`src/common/dft_cfg.svh`:
```
// register map, field positions, codes and timing constants of the fault-trip manager
`ifndef DFT_CFG_SVH
`define DFT_CFG_SVH
`define DFT_A_STATUS   8'h00
`define DFT_A_MASK     8'h04
`define DFT_A_CTRL     8'h08
`define DFT_A_MIF      8'h0C
`define DFT_A_OPT      8'h10
`define DFT_A_TEMP     8'h14
`define DFT_A_FBSET    8'h18
`define DFT_A_BRK      8'h1C
`define DFT_A_TRIP     8'h20
`define DFT_A_LIVE     8'h24
`define DFT_MIF_W      6
`define DFT_MIF_N      5
`define DFT_CODE_EXT   6'h04
`define DFT_CODE_BLK   6'h05
`define DFT_CODE_BRK   6'h23
`define DFT_OPT_FAN    0
`define DFT_OPT_CLA    3:1
`define DFT_OPT_AUX    9:4
`define DFT_OPT_PFB    10
`define DFT_OPT_CARD   11
`define DFT_OPT_RST    12'h000
`define DFT_LIM_RST    12'hFFF
`define DFT_LIM_ZERO   12'h000
`define DFT_CTRL_RST   0
`define DFT_NTRIP      12
`define DFT_NEV        16
`define DFT_EV_FATAL   12
`define DFT_EV_CMD     13
`define DFT_EV_BLK     14
`define DFT_EV_HOLD    15
`define DFT_CLK_HZ     40000000
`define DFT_HOLD_S     5
`define DFT_FB_MS      1000
`define DFT_BRK_MS     100
`define DFT_ROT_MS     500
`endif

```
`src/common/dft_pkg.sv`:
```
// types shared by the fault-trip manager and its users
package dft_pkg;
	typedef struct packed {
		logic        cyc;
		logic        stb;
		logic        we;
		logic [7:0]  adr;
		logic [3:0]  sel;
		logic [31:0] dat;
	} dft_wb_req_t;
	typedef struct packed {
		logic [11:0] heatsink_temp;
		logic        short_circuit;
		logic        nvm_access_error;
		logic        adc_offset_err;
		logic        wdog1_err;
		logic        wdog2_err;
		logic        ntc_err;
		logic        fan_err;
		logic        pid_active;
		logic [11:0] feedback;
		logic [11:0] out_current;
		logic        brake_start;
		logic        safety_a;
		logic        safety_b;
		logic        running;
		logic        cmd_err;
		logic        cmd_from_keypad;
		logic        io_board_ok;
		logic        comm_card_ok;
		logic        keypad_comm_err;
		logic        param_write;
		logic        card_comm_err;
	} dft_sense_t;
	typedef enum logic [2:0] {DSP_FULL, DSP_GAP1, DSP_GAP2, DSP_GAP3, DSP_SHORT1, DSP_SHORT2, DSP_BLANK} dft_disp_t;
endpackage

```
`src/rtl/dft_trip_mgr.sv`:
```
// fault-trip manager: gathers protection conditions, latches trips and blocks the drive output
// How it works
// - heat-sink temperature above configured limit sets a latched overtemperature trip
// - short-circuit current report sets a latched short-circuit trip
// - terminal input whose selector is code 4 sets a latched outside fault trip
// - terminal input whose selector is code 5 blocks output while asserted
// - memory, converter offset or either watchdog error sets a fatal fault
// - power-switch temperature sensor error sets a latched thermistor open fault
// - fan error sets a latched fan trip when fan select is zero
// - active pre-regulation with feedback continuously below set value latches feedback-loss trip
// - brake control selected and starting current below release level latches brake fault
// - either safety input low latches its own safety path fault
// - nonzero loss action: non-keypad command error while running gives level trip
// - missing or badly connected I/O board or card shows link hold
// - link hold longer than five seconds latches timeout trip with rotating display
// - keypad communication failure during parameter write latches a setting write trip
// - installed card with communication error latches a card link trip
//
// The implementer's own choices: the Wishbone slave port and the address map.
`timescale 1ns/1ps
`include "dft_cfg.svh"
module dft_trip_mgr #(
	parameter int HOLD_CYC = `DFT_HOLD_S * `DFT_CLK_HZ,
	parameter int FB_CYC   = `DFT_FB_MS * (`DFT_CLK_HZ / 1000),
	parameter int BRK_CYC  = `DFT_BRK_MS * (`DFT_CLK_HZ / 1000),
	parameter int ROT_CYC  = `DFT_ROT_MS * (`DFT_CLK_HZ / 1000)
) (
	// clock and reset
	input  wire logic               clk_i,
	input  wire logic               rst_i,
	// wishbone slave
	input  wire dft_pkg::dft_wb_req_t wb_i,
	output logic [31:0]             wb_dat_o,
	output logic                    wb_ack_o,
	// protection conditions
	input  wire dft_pkg::dft_sense_t sense_i,
	input  wire logic [4:0]         term_in_i,
	// power stage, display and interrupt
	output logic                    out_block_o,
	output logic [11:0]             trip_o,
	output logic                    hw_fatal_o,
	output logic                    io_link_hold_o,
	output logic                    cmd_loss_o,
	output logic                    output_block_o,
	output dft_pkg::dft_disp_t      disp_o,
	output logic                    irq_o
);
	import dft_pkg::*;

	logic [`DFT_NEV-1:0]             status_r;
	logic [`DFT_NEV-1:0]             status_nxt;
	logic [`DFT_NEV-1:0]             mask_r;
	logic [`DFT_MIF_N*`DFT_MIF_W-1:0] mif_r;
	logic [11:0]                     opt_r;
	logic [11:0]                     temp_lim_r;
	logic [11:0]                     fb_set_r;
	logic [11:0]                     brk_cur_r;
	logic [`DFT_NTRIP-1:0]           latch_r;
	logic [`DFT_NTRIP-1:0]           latch_nxt;
	logic [`DFT_NTRIP-1:0]           cause;
	logic                            fatal_r;
	logic                            blk_lvl;
	logic                            cmd_lvl;
	logic                            hold_lvl;
	logic                            fatal_c;
	logic [2:0]                      tmr_cond;
	logic [2:0]                      tmr_done;
	logic [31:0]                     tmr_cnt_r [3];
	logic [31:0]                     rot_cnt_r;
	logic                            acc;
	logic                            wr;
	logic                            trip_rst;
	logic [31:0]                     rd_dat;
	logic [`DFT_NEV-1:0]             ev;

	function automatic logic [`DFT_MIF_N-1:0] mif_hit(input logic [`DFT_MIF_N*`DFT_MIF_W-1:0] sel,
		input logic [`DFT_MIF_W-1:0] code);
		logic [`DFT_MIF_N-1:0] h;
		h = '0;
		for (int k = 0; k < `DFT_MIF_N; k++) begin
			h[k] = (sel[k*`DFT_MIF_W +: `DFT_MIF_W] == code);
		end
		return h;
	endfunction

	// bus access
	assign acc      = wb_i.cyc && wb_i.stb && !wb_ack_o;
	assign wr       = acc && wb_i.we && (wb_i.sel == 4'hF);
	assign trip_rst = wr && (wb_i.adr == `DFT_A_CTRL) && wb_i.dat[`DFT_CTRL_RST];

	always_ff @(posedge clk_i) begin
		if (rst_i) begin
			wb_ack_o <= 1'b0;
			wb_dat_o <= 32'h0000_0000;
		end else begin
			wb_ack_o <= acc;
			wb_dat_o <= acc ? rd_dat : 32'h0000_0000;
		end
	end

	always_comb begin
		rd_dat = 32'h0000_0000;
		if (wb_i.adr == `DFT_A_STATUS) begin
			rd_dat[`DFT_NEV-1:0] = status_r;
		end else if (wb_i.adr == `DFT_A_MASK) begin
			rd_dat[`DFT_NEV-1:0] = mask_r;
		end else if (wb_i.adr == `DFT_A_MIF) begin
			rd_dat[`DFT_MIF_N*`DFT_MIF_W-1:0] = mif_r;
		end else if (wb_i.adr == `DFT_A_OPT) begin
			rd_dat[11:0] = opt_r;
		end else if (wb_i.adr == `DFT_A_TEMP) begin
			rd_dat[11:0] = temp_lim_r;
		end else if (wb_i.adr == `DFT_A_FBSET) begin
			rd_dat[11:0] = fb_set_r;
		end else if (wb_i.adr == `DFT_A_BRK) begin
			rd_dat[11:0] = brk_cur_r;
		end else if (wb_i.adr == `DFT_A_TRIP) begin
			rd_dat[`DFT_NTRIP-1:0] = latch_r;
		end else if (wb_i.adr == `DFT_A_LIVE) begin
			rd_dat[3:0] = {fatal_r, hold_lvl, cmd_lvl, blk_lvl};
		end
	end

	// configuration registers
	always_ff @(posedge clk_i) begin
		if (rst_i) begin
			mask_r     <= '0;
			mif_r      <= '0;
			opt_r      <= `DFT_OPT_RST;
			temp_lim_r <= `DFT_LIM_RST;
			fb_set_r   <= `DFT_LIM_ZERO;
			brk_cur_r  <= `DFT_LIM_ZERO;
		end else if (wr) begin
			if (wb_i.adr == `DFT_A_MASK) begin
				mask_r <= wb_i.dat[`DFT_NEV-1:0];
			end else if (wb_i.adr == `DFT_A_MIF) begin
				mif_r <= wb_i.dat[`DFT_MIF_N*`DFT_MIF_W-1:0];
			end else if (wb_i.adr == `DFT_A_OPT) begin
				opt_r <= wb_i.dat[11:0];
			end else if (wb_i.adr == `DFT_A_TEMP) begin
				temp_lim_r <= wb_i.dat[11:0];
			end else if (wb_i.adr == `DFT_A_FBSET) begin
				fb_set_r <= wb_i.dat[11:0];
			end else if (wb_i.adr == `DFT_A_BRK) begin
				brk_cur_r <= wb_i.dat[11:0];
			end
		end
	end

	// persistence timers: feedback low, brake current low, link hold
	assign tmr_cond[0] = opt_r[`DFT_OPT_PFB] && sense_i.pid_active && (sense_i.feedback < fb_set_r);
	assign tmr_cond[1] = (opt_r[`DFT_OPT_AUX] == `DFT_CODE_BRK) && sense_i.brake_start
		&& (sense_i.out_current < brk_cur_r);
	assign tmr_cond[2] = hold_lvl;

	generate
		for (genvar g = 0; g < 3; g++) begin : g_tmr
			localparam logic [31:0] LIM = (g == 0) ? FB_CYC : (g == 1) ? BRK_CYC : HOLD_CYC;
			always_ff @(posedge clk_i) begin
				if (rst_i || !tmr_cond[g]) begin
					tmr_cnt_r[g] <= 32'h0000_0000;
				end else if (tmr_cnt_r[g] != LIM) begin
					tmr_cnt_r[g] <= tmr_cnt_r[g] + 32'h0000_0001;
				end
			end
			assign tmr_done[g] = tmr_cond[g] && (tmr_cnt_r[g] == LIM);
		end
	endgenerate

	// causes of latched trips
	always_comb begin
		cause     = '0;
		cause[0]  = sense_i.heatsink_temp > temp_lim_r;
		cause[1]  = sense_i.short_circuit;
		cause[2]  = |(term_in_i & mif_hit(mif_r, `DFT_CODE_EXT));
		cause[3]  = sense_i.ntc_err;
		cause[4]  = sense_i.fan_err && !opt_r[`DFT_OPT_FAN];
		cause[5]  = tmr_done[0];
		cause[6]  = tmr_done[1];
		cause[7]  = !sense_i.safety_a;
		cause[8]  = !sense_i.safety_b;
		cause[9]  = tmr_done[2];
		cause[10] = sense_i.keypad_comm_err && sense_i.param_write;
		cause[11] = opt_r[`DFT_OPT_CARD] && sense_i.card_comm_err;
	end

	assign blk_lvl  = |(term_in_i & mif_hit(mif_r, `DFT_CODE_BLK));
	assign cmd_lvl  = (opt_r[`DFT_OPT_CLA] != 3'h0) && sense_i.running && !sense_i.cmd_from_keypad
		&& sense_i.cmd_err;
	assign hold_lvl = !sense_i.io_board_ok || (opt_r[`DFT_OPT_CARD] && !sense_i.comm_card_ok);
	assign fatal_c  = sense_i.nvm_access_error || sense_i.adc_offset_err || sense_i.wdog1_err
		|| sense_i.wdog2_err;

	// a cause still present at reset keeps its trip
	assign latch_nxt = (trip_rst ? '0 : latch_r) | cause;

	always_ff @(posedge clk_i) begin
		if (rst_i) begin
			latch_r <= '0;
			fatal_r <= 1'b0;
		end else begin
			latch_r <= latch_nxt;
			fatal_r <= fatal_r || fatal_c;
		end
	end

	// outputs to power stage and display
	always_ff @(posedge clk_i) begin
		if (rst_i) begin
			out_block_o    <= 1'b0;
			trip_o         <= '0;
			hw_fatal_o     <= 1'b0;
			io_link_hold_o <= 1'b0;
			cmd_loss_o     <= 1'b0;
			output_block_o <= 1'b0;
		end else begin
			out_block_o    <= (|latch_nxt) || fatal_r || fatal_c || blk_lvl || cmd_lvl;
			trip_o         <= latch_nxt;
			hw_fatal_o     <= fatal_r || fatal_c;
			io_link_hold_o <= hold_lvl;
			cmd_loss_o     <= cmd_lvl;
			output_block_o <= blk_lvl;
		end
	end

	// rotating display pattern while the hold timeout trip stands
	always_ff @(posedge clk_i) begin
		if (rst_i || !latch_r[9]) begin
			rot_cnt_r <= 32'h0000_0000;
			disp_o    <= DSP_FULL;
		end else if (rot_cnt_r == ROT_CYC - 1) begin
			rot_cnt_r <= 32'h0000_0000;
			disp_o    <= (disp_o == DSP_BLANK) ? DSP_FULL : dft_disp_t'(disp_o + 3'h1);
		end else begin
			rot_cnt_r <= rot_cnt_r + 32'h0000_0001;
		end
	end

	// interrupt status: sticky, write one to clear, new event wins over clear
	always_comb begin
		ev                   = '0;
		ev[`DFT_NTRIP-1:0]   = latch_nxt & ~latch_r;
		ev[`DFT_EV_FATAL]    = fatal_c && !hw_fatal_o;
		ev[`DFT_EV_CMD]      = cmd_lvl && !cmd_loss_o;
		ev[`DFT_EV_BLK]      = blk_lvl && !output_block_o;
		ev[`DFT_EV_HOLD]     = hold_lvl && !io_link_hold_o;
		status_nxt = status_r;
		if (wr && (wb_i.adr == `DFT_A_STATUS)) begin
			status_nxt = status_r & ~wb_i.dat[`DFT_NEV-1:0];
		end
		status_nxt = status_nxt | ev;
	end

	always_ff @(posedge clk_i) begin
		if (rst_i) begin
			status_r <= '0;
			irq_o    <= 1'b0;
		end else begin
			status_r <= status_nxt;
			irq_o    <= |(status_nxt & mask_r);
		end
	end
endmodule

```
`config.mk`:
```
export PLATFORM = sky130hd
export DESIGN_NAME = dft_trip_mgr
export DESIGN_NICKNAME = d
export VERILOG_FILES = /design/src/common/dft_pkg.sv /design/src/rtl/dft_trip_mgr.sv
export VERILOG_INCLUDE_DIRS = /design/src /design/src/common
export SDC_FILE = /design/constraint.sdc
export NUM_CORES = 1
export LEC_CHECK = 0
export BUFFER_PORTS_ARGS = -buffer_cell sky130_fd_sc_hd__clkbuf_2
export CAP_MARGIN = 20
export CORE_ASPECT_RATIO = 1.25
export CORE_MARGIN = 8
export CORE_UTILIZATION = 59
export CTS_CLUSTER_DIAMETER = 30
export DETAILED_ROUTE_END_ITERATION = 16
export PLACE_DENSITY = 0.8
export SLEW_MARGIN = 10
export SYNTH_ARGS = -nofsm -noshare
export SYNTH_HDL_FRONTEND = slang
export SYNTH_SLANG_ARGS = --single-unit
```
`constraint.sdc`:
```
create_clock -name clk_i -period 4.25 [get_ports clk_i]
set_input_delay 0.2125 -clock clk_i [delete_from_list [all_inputs] [get_ports clk_i]]
set_output_delay 0.2125 -clock clk_i [all_outputs]
set_load 0.01 [all_outputs]
```
==> qor.csv, run 1 <==
metric,value,unit
ir_drop,0.0002689,V
p_sw_share,21.60,%
areaGrowthSynthToFinish,21.01,%
yosys.area.top_type,dfxtp_1,
antenna_found_initial,0,
htreeDepth,2,
final_cells,2164,
boundaryPins,163,
timing.fmax,0.3317,GHz
cp_data_arrival_time,3.40,ns
ctsResizeCount,0,
clock_sinks,290,
antenna_left,0,
ys_warn_count,0,
synth_cell_types,71,
netlist.area_leader.share,27.17,%
drive_gt1_share,15.17,%
post_cts_buffers,0,
avgSynthCellArea,8.791,µm²
crit_required,4.64,ns
r2r_slack,1.23,ns
end_kind,flop,
clock_latency,0.53,ns
ys_seq_area_share,47.33,%
die_h,190.0,µm
drv_cap,0,
tightest_slew,1.084,ns
r2r-start,wb_ack_o,
hold_path_class,in2reg,
initial_core_util,60.05,%
finalClockSkew,0.01542,ns
switchingPower,1.531,mW
synth_edf_count,96,
grt_use_total,27.79,%
fin_tns_setup,0,ns
fin_area,0.01730,mm²
cts_buffer_depth,3,
min_from,wb_i[2],
die-area,0.02950,mm²
place.gp.congestion,0.9564,
p_int,5.559,mW
layout_common_cells,"nor2_1 (223), nand2_1 (220), dfxtp_1 (194), clkbuf_2 (157), a21oi_1 (121)",
rsz0062_at_grt,false,
p_per_area,409.9,mW/mm²
post_drt_wl_per_cell,19.30,µm
ys_ff_latch,290,
core.rowCount,63,
cts_root_buf,clkbuf_16,
clk_pin_slew,0.06,ns
drc,0,
holdWs,0.07992,ns
post-place-cells,2053,
async_flop_share,0,%
critPathMaxFanout,11,
cts_hold_buf,26,
overflow,0,
period_needed,3.015,ns
dr.first_iter.drc_count,1193,
p_leak,6.514,nW
crit_type,reg2reg,
cp-start-kind,flop,
grt_pass1_wl,66.08,mm
vias,12980,
grt_pass1_vias,12860,
relSlewSlack,27.56,%
fillCellCount,1754,
cts_made_buffers,48,
viasPerCell,5.999,
post-route-period-util,70.95,%
grt_max_degree,65,
p_clk_share,56.0,%
hold_viol,0,
finalWirelength,41.76,mm
placed_area,0.01535,mm²
synthTopCellsByArea,"dfxtp_1 (27%), edfxtp_1 (20%), nor2_1 (5.9%)",
first_pass_iters,7,
port_buffers,158,
min_path_cells,3,
cts_tree,built,
power_frac_seq,40.6,%
layout.nets,1954,
dp_slack,1.252,ns
synth_ff_type,dfxtp_1,
coreArea,0.02381,mm²
outcome,"complete, no violations",
synth_area,0.01429,mm²
finalSetupViolCount,0,
syn_inst,1626,
die_w,155.2,µm
slew_violations,0,
setup_ws,1.235,ns
final_common_cell,nor2_1,
antenna-diode-count,0,
r2r-end,irq_o,
rr_worst_depth,8,
share_comb_of_total_power,3.4,%
dpl.hpwl,28.69,mm
hold_path_end,mask_r[2],
[per-stage QoR]
step           total power [mW]  util, %
3_3_place_gp              3.138    64.50
5_1_grt                   7.263    72.66
3_5_place_dp              3.144    64.50
2_1_floorplan             3.027        -
4_1_cts                   7.109    72.66
6_report                  7.091    72.66
[critical path, stage by stage (launching register included)]
cell and delay (ns):
dfxtp_1 0.33, nand4b_1 0.49, nor4_4 0.59, buf_4 0.29, a21boi_0 0.12, o21ai_0 0.27
o2111ai_1 0.19, o41ai_2 0.40, o221ai_1 0.18
[sequential cells by signal, summed over array words and instances, names as in the netlist]
signal / count
tmr_cnt_r: 96
rot_cnt_r: 32
mif_r: 30
wb_dat_o: 30
mask_r: 16
status_r: 16
brk_cur_r: 12
fb_set_r: 12
opt_r: 12
temp_lim_r: 12
trip_o: 12
disp_o: 3
cmd_loss_o: 1
hw_fatal_o: 1
io_link_hold_o: 1
irq_o: 1
out_block_o: 1
output_block_o: 1
wb_ack_o: 1
[synth_stat cells, types with 12 or more instances]
library cell	count
mux2i_1	12
nand3_1	90
edfxtp_1	96
o211ai_1	13
ha_1	41
inv_1	81
a222oi_1	13
nor2_1	223
nor4_1	20
and3_1	33
clkbuf_1	70
nand4_1	32
a21oi_1	121
dfxtp_1	194
or3_1	12
xnor2_1	53
a22oi_1	16
and4_1	15
nor3_1	24
nor4b_1	23
xor2_1	62
o21ai_0	33
nand2_1	220
[kinds of logic (layout without fill, tap and decap cells)]
kind of cell	Yosys count	after routing	share of synthesized area (%)
buffers and inverters	160	372	4.394
adder cells (fa/ha/maj)	41	41	3.589
multiplexers	12	12	0.8403
AO/OA/AOI/OAI	263	263	11.76
XOR/XNOR	115	115	7.046
other	1	2	0.02623
flip-flops	290	290	47.33
AND/OR/NAND/NOR	744	744	25.02
[power groups by stage]
stage / Clock (mW) / Combinational, mW / Sequential, mW
6_report: 3.97 / 0.238 / 2.88
3_3_place_gp: 0 / 0.205 / 2.93
3_5_place_dp: 0 / 0.210 / 2.93
2_1_floorplan: 0 / 0.0969 / 2.93
4_1_cts: 4.00 / 0.232 / 2.88
5_1_grt: 4.13 / 0.254 / 2.88
[how the worst max path moves through the flow]
stage | from | end | slack, ns | depth (start not counted)
after CTS | wb_ack_o | irq_o | 1.27 | 8
after global routing | wb_ack_o | irq_o | 1.06 | 8
after global placement | wb_i[41] | irq_o | 1.30 | 9
after detailed placement | wb_i[41] | irq_o | 1.25 | 9
final | wb_ack_o | irq_o | 1.23 | 8
after floorplan | brk_cur_r[5] | tmr_cnt_r[1][0] | 1.71 | 8
[routing by layer]
layer  wire, µm  global-route usage (%)
met3       3481                   5.471
met1      16240                   33.36
met2      19930                   46.66
met4       2115                   14.47
met5          0                       0
[final cells by class]
class / count / area [µm²] / area share [%]
timing repair buffer: 206 / 1219 / 7.045
inverter: 81 / 304.0 / 1.758
clock inverter: 27 / 319.1 / 1.844
clock buffer: 58 / 1364 / 7.884
multi-input combinational: 1177 / 6919 / 40.00
sequential: 290 / 6766 / 39.12
tap: 325 / 406.6 / 2.351
Note: power is estimated with default switching activity, not from simulation.
==> run 2: changes to the inputs <==
==> constraint.sdc (replaced) <==
create_clock -name clk_i -period 2.86 [get_ports clk_i]
set_input_delay 0.143 -clock clk_i [delete_from_list [all_inputs] [get_ports clk_i]]
set_output_delay 0.143 -clock clk_i [all_outputs]
set_load 0.01 [all_outputs]
==> run 2 against run 1 <==
Against the previous run: via count up 1.9%; final cell count rose by 1.8%; largest cell class unchanged; combinational power is 56% higher; critical path type unchanged.
==> qor.csv, run 2 (same netlist as run 1, synthesis figures left out) <==
metric,value,unit,change
outcome,"complete, no violations",,
dpl.hpwl,29.40,mm,+2.5%
grt_pass1_wl,66.94,mm,+1.3%
coreArea,0.02381,mm²,unchanged
dr.first_iter.drc_count,1159,,-2.8%
critPathMaxFanout,32,,+21
clock_sinks,290,,unchanged
grt_use_total,28.15,%,+0.36 points
grt_max_degree,57,,-12%
finalSetupViolCount,0,,unchanged
p_per_area,593.2,mW/mm²,+45%
clock_latency,0.55,ns,+0.02 ns
fin_area,0.01753,mm²,+1.3%
end_kind,flop,,
vias,13220,,+1.9%
areaGrowthSynthToFinish,22.63,%,
antenna_found_initial,0,,unchanged
cp_data_arrival_time,2.95,ns,-0.45 ns
drive_gt1_share,16.55,%,+1.4 points
drc,0,,unchanged
crit_type,reg2reg,,
post_cts_buffers,0,,unchanged
post-route-period-util,89.77,%,+19 points
finalClockSkew,0.02860,ns,+0.01317 ns
top_register,tmr_cnt_r,,
hold_viol,0,,unchanged
clk_pin_slew,0.05,ns,about the same
boundaryPins,163,,unchanged
die_h,190.0,µm,unchanged
core.rowCount,63,,unchanged
ctsResizeCount,0,,unchanged
cts_root_buf,clkbuf_16,,
cts_buffer_depth,3,,unchanged
antenna_left,0,,unchanged
ir_drop,0.0004666,V,+74%
placed_area,0.01556,mm²,+1.4%
p_leak,6.641,nW,+1.9%
grt_pass1_vias,13030,,+1.3%
timing.fmax,0.3895,GHz,+17%
die-area,0.02950,mm²,unchanged
finalWirelength,42.35,mm,+1.4%
antenna-diode-count,0,,unchanged
largest_registers,"tmr_cnt_r: 96 flops, rot_cnt_r: 32 flops",,
cts_tree,built,,
hold_path_class,in2reg,,
cts_made_buffers,50,,+4.2%
htreeDepth,2,,unchanged
largest_register_ffs,96,,unchanged
relSlewSlack,47.15,%,+20 points
crit_required,3.24,ns,-1.40 ns
fillCellCount,1776,,+1.3%
overflow,0,,unchanged
slew_violations,0,,unchanged
post_drt_wl_per_cell,19.22,µm,-0.43%
period_needed,2.567,ns,-0.4479 ns
final_common_cell,nor2_1,,
tightest_slew,0.7818,ns,-0.3023 ns
layout.nets,1988,,+1.7%
fin_tns_setup,0,ns,unchanged
place.gp.congestion,1.004,,+5.0%
initial_core_util,60.05,%,unchanged
die_w,155.2,µm,unchanged
drv_cap,0,,unchanged
layout_common_cells,"nor2_1 (223), nand2_1 (220), dfxtp_1 (194), clkbuf_2 (157), a21oi_1 (121)",,
port_buffers,158,,unchanged
viasPerCell,6.000,,about the same
first_pass_iters,6,,-1
cp-start-kind,flop,,
rsz0062_at_grt,false,,
[run 2: changes by cell type in the layout (fill, tap and decap cells not counted), sizes merged]
cell	delta
clkinv	-1
clkinvlp	+5
dlygate4sd3	+6
inv	+7
bufinv	-4
clkbuf	+1
buf	+26
[run 2: worst max-delay path, cell delays in order (launching register included)]
cell	delay [ns]
dfxtp_1	0.37
inv_1	0.06
ha_1	0.28
a21oi_1	0.14
o21ai_0	0.08
a2111oi_0	0.39
a21oi_1	0.20
or4_1	0.48
buf_4	0.25
nor2_1	0.14
[run 2: worst paths after layout]
path / startpoint / endpoint / slack, ns / cells past startpoint
setup / recovery: brk_cur_r[5] / tmr_cnt_r[1][23] / 0.29 / 9
hold / removal: wb_i[3] / mif_r[3] / 0.01 / 3
setup reg to reg: brk_cur_r[5] / tmr_cnt_r[1][23] / 0.29 / 9
hold reg to reg: fb_set_r[0] / fb_set_r[0] / 0.45 / 2
[run 2: repair_timing]
action,CTS,global route
setup endpoints to repair,0,0
hold endpoints to repair,45,0
hold buffers,32,0
[run 2: cell type report]
cell class	count	area (µm²)	share of cell area, %
Multi-Input combinational cell	1177	6919	39.47
Sequential cell	290	6766	38.60
Timing Repair Buffer	238	1486	8.480
Clock buffer	59	1358	7.744
Tap cell	325	406.6	2.320
Inverter	81	304.0	1.734
Clock inverter	34	289.0	1.649
[run 2: routing by layer]
layer / routed length, µm / vias up / GRT usage (%)
met5: 0 / - / 0
met4: 2773 / 0 / 17.61
met3: 3564 / 193 / 5.403
met2: 19650 / 683 / 45.86
met1: 16370 / 6182 / 33.94
li1: - / 6165 / -
[run 2: through the flow]
step	cells	setup WS [ns]	total power, mW	util [%]	hold WS [ns]
CTS	2204	0.2929	10.42	73.64	0.002641
finish	2204	0.2927	10.40	73.64	0.01035
detailed placement	2079	0.2335	4.681	65.37	0.3738
floorplan	1627	0.3186	4.498	-	0.2348
global route	2204	0.1179	10.66	73.64	0.005771
global placement	2079	0.2670	4.672	65.37	0.3701
[run 2: power breakdown]
group | switching (mW) | total [mW] | leakage, nW | internal [mW]
Clock | 2.20 | 5.75 | 0.801 | 3.55
Sequential | 0.0248 | 4.28 | 2.75 | 4.25
Combinational | 0.219 | 0.371 | 3.09 | 0.151
==> run 3: changes to the inputs <==
--- a/config.mk
+++ b/config.mk
@@ -13,6 +13,7 @@
 export CORE_UTILIZATION = 59
 export CTS_CLUSTER_DIAMETER = 30
 export DETAILED_ROUTE_END_ITERATION = 16
+export MAX_ROUTING_LAYER = met4
 export PLACE_DENSITY = 0.8
 export SLEW_MARGIN = 10
 export SYNTH_ARGS = -nofsm -noshare
==> run 3 against run 2 <==
Against the previous run: routed wire length is 0.41% higher; non-clock buffer count unchanged; final cell count fell by 0.23%; clock-buffer cell count increased by 9; maximum frequency is 0.39% lower; sequential cell count stayed put; setup slack lost 0.0099 ns; critical path type unchanged; critical endpoint is now tmr_cnt_r[1][24].
==> qor.csv, run 3 (same netlist as run 1, synthesis figures left out) <==
metric,value,unit,change
antenna_found_initial,0,,unchanged
period_needed,2.577,ns,+0.009928 ns
port_buffers,158,,unchanged
cp_data_arrival_time,2.96,ns,about the same
grt_pass1_wl,66.85,mm,-0.13%
finalWirelength,42.53,mm,+0.41%
htreeDepth,2,,unchanged
initial_core_util,60.05,%,unchanged
antenna_left,0,,unchanged
vias,13140,,-0.64%
areaGrowthSynthToFinish,21.91,%,
relSlewSlack,50.57,%,+3.4 points
hold_path_class,in2reg,,
cpMostUsedCell,a21oi_1,,
cts_tree,built,,
clock_latency,0.55,ns,about the same
die-area,0.02950,mm²,unchanged
grt_max_degree,51,,-11%
post_cts_buffers,0,,unchanged
clock_sinks,290,,unchanged
cp_top_family,compound AO/OA/AOI/OAI gates,,
crit_buf_inv,2,,unchanged
cts_buffer_depth,3,,unchanged
crit_type,reg2reg,,
layout_common_cells,"nor2_1 (223), nand2_1 (220), dfxtp_1 (194), clkbuf_2 (157), a21oi_1 (121)",,
overflow,0,,unchanged
place.gp.congestion,1.024,,+2.0%
hold_viol,0,,unchanged
final_common_cell,nor2_1,,
finalSetupViolCount,0,,unchanged
coreArea,0.02381,mm²,unchanged
die_w,155.2,µm,unchanged
cts_made_buffers,48,,-4.0%
post-place-cells,2080,,+0.048%
final_cells,2199,,-0.23%
p_leak,6.610,nW,-0.47%
boundaryPins,163,,unchanged
end_kind,flop,,
largest_register_ffs,96,,unchanged
top_register,tmr_cnt_r,,
post_drt_wl_per_cell,19.34,µm,+0.64%
holdWs,0.01274,ns,+0.002390 ns
critPathSlowestCell,or4_1,,
cpPeakStageDelay,0.48,ns,about the same
finalClockSkew,0.02879,ns,+0.0001946 ns
grt_pass1_vias,12920,,-0.86%
crit_required,3.24,ns,about the same
dp_slack,0.2192,ns,-0.01433 ns
first_pass_iters,6,,unchanged
antenna-diode-count,0,,unchanged
p_per_area,579.6,mW/mm²,-2.3%
critPathMaxFanout,32,,unchanged
cts_root_buf,clkbuf_16,,
fin_tns_setup,0,ns,unchanged
drc,0,,unchanged
final_core_util,73.21,%,-0.43 points
power.total,10.10,mW,-2.9%
rsz0062_at_grt,false,,
timing.fmax,0.3880,GHz,-0.39%
dpl.hpwl,29.64,mm,+0.79%
outcome,"complete, no violations",,
cp-start-kind,flop,,
layout.nets,1986,,-0.10%
viasPerCell,5.975,,-0.42%
placed_area,0.01557,mm²,about the same
drive_gt1_share,16.01,%,-0.54 points
setup_ws,0.2827,ns,-0.009928 ns
ir_drop,0.0005902,V,+26%
fin_area,0.01743,mm²,-0.59%
dr.first_iter.drc_count,1087,,-6.2%
post-route-period-util,90.11,%,+0.35 points
crit_chain,inv_1 -> ha_1 -> a21oi_1 -> o21ai_0 -> a2111oi_0 -> a21oi_1 -> or4_1 -> buf_4 -> nor2_1,,
largest_registers,"tmr_cnt_r: 96 flops, rot_cnt_r: 32 flops",,
core.rowCount,63,,unchanged
tightest_slew,0.7311,ns,-0.05065 ns
die_h,190.0,µm,unchanged
slew_violations,0,,unchanged
grt_use_total,29.08,%,+0.93 points
drv_cap,0,,unchanged
clk_pin_slew,0.05,ns,about the same
## run 3: layout make-up
cell class,instances,area (µm²)
multi-input combinational,1177,6919
sequential,290,6766
fill,1766,6379
timing repair buffer,238,1484
clock buffer,68,1389
tap,325,406.6
inverter,81,304.0
clock inverter,20,157.7
## run 3: routing by layer
metal  vias to the layer above  GRT usage [%]  part of all wire (%)
li1                       6143              -                     -
met1                      6174          33.83                    38
met2                       647          46.52                    47
met3                       174          5.017                   8.2
met4                         0          17.80                   6.4
met5                         -              -                     0
## run 3: what timing repair did
item	4_1_cts	5_1_grt
setup endpoints to repair	0	0
resized for setup	0	0
hold buffers	31	0
endpoints found under the hold margin	43	0
## run 3: path summary, 6_finish.rpt
kind	slack (ns)	end	startpoint	cells past startpoint
worst max-delay path	0.28	tmr_cnt_r[1][24]	brk_cur_r[5]	9
worst min-delay path	0.01	mif_r[7]	wb_i[7]	3
worst max register to register	0.28	tmr_cnt_r[1][24]	brk_cur_r[5]	9
worst min register to register	0.46	fb_set_r[0]	fb_set_r[0]	2
## run 3: where the power goes
group | switching [mW] | total (mW) | internal [mW]
sequential | 0.0248 | 4.28 | 4.25
combinational | 0.215 | 0.363 | 0.148
clock | 1.98 | 5.46 | 3.47
total | 2.22 | 10.1 | 7.88
## run 3: tightest hold or removal path, stage by stage
cell	delay [ns]
clkbuf_2	0.21
nand2_1	0.11
a21oi_1	0.05
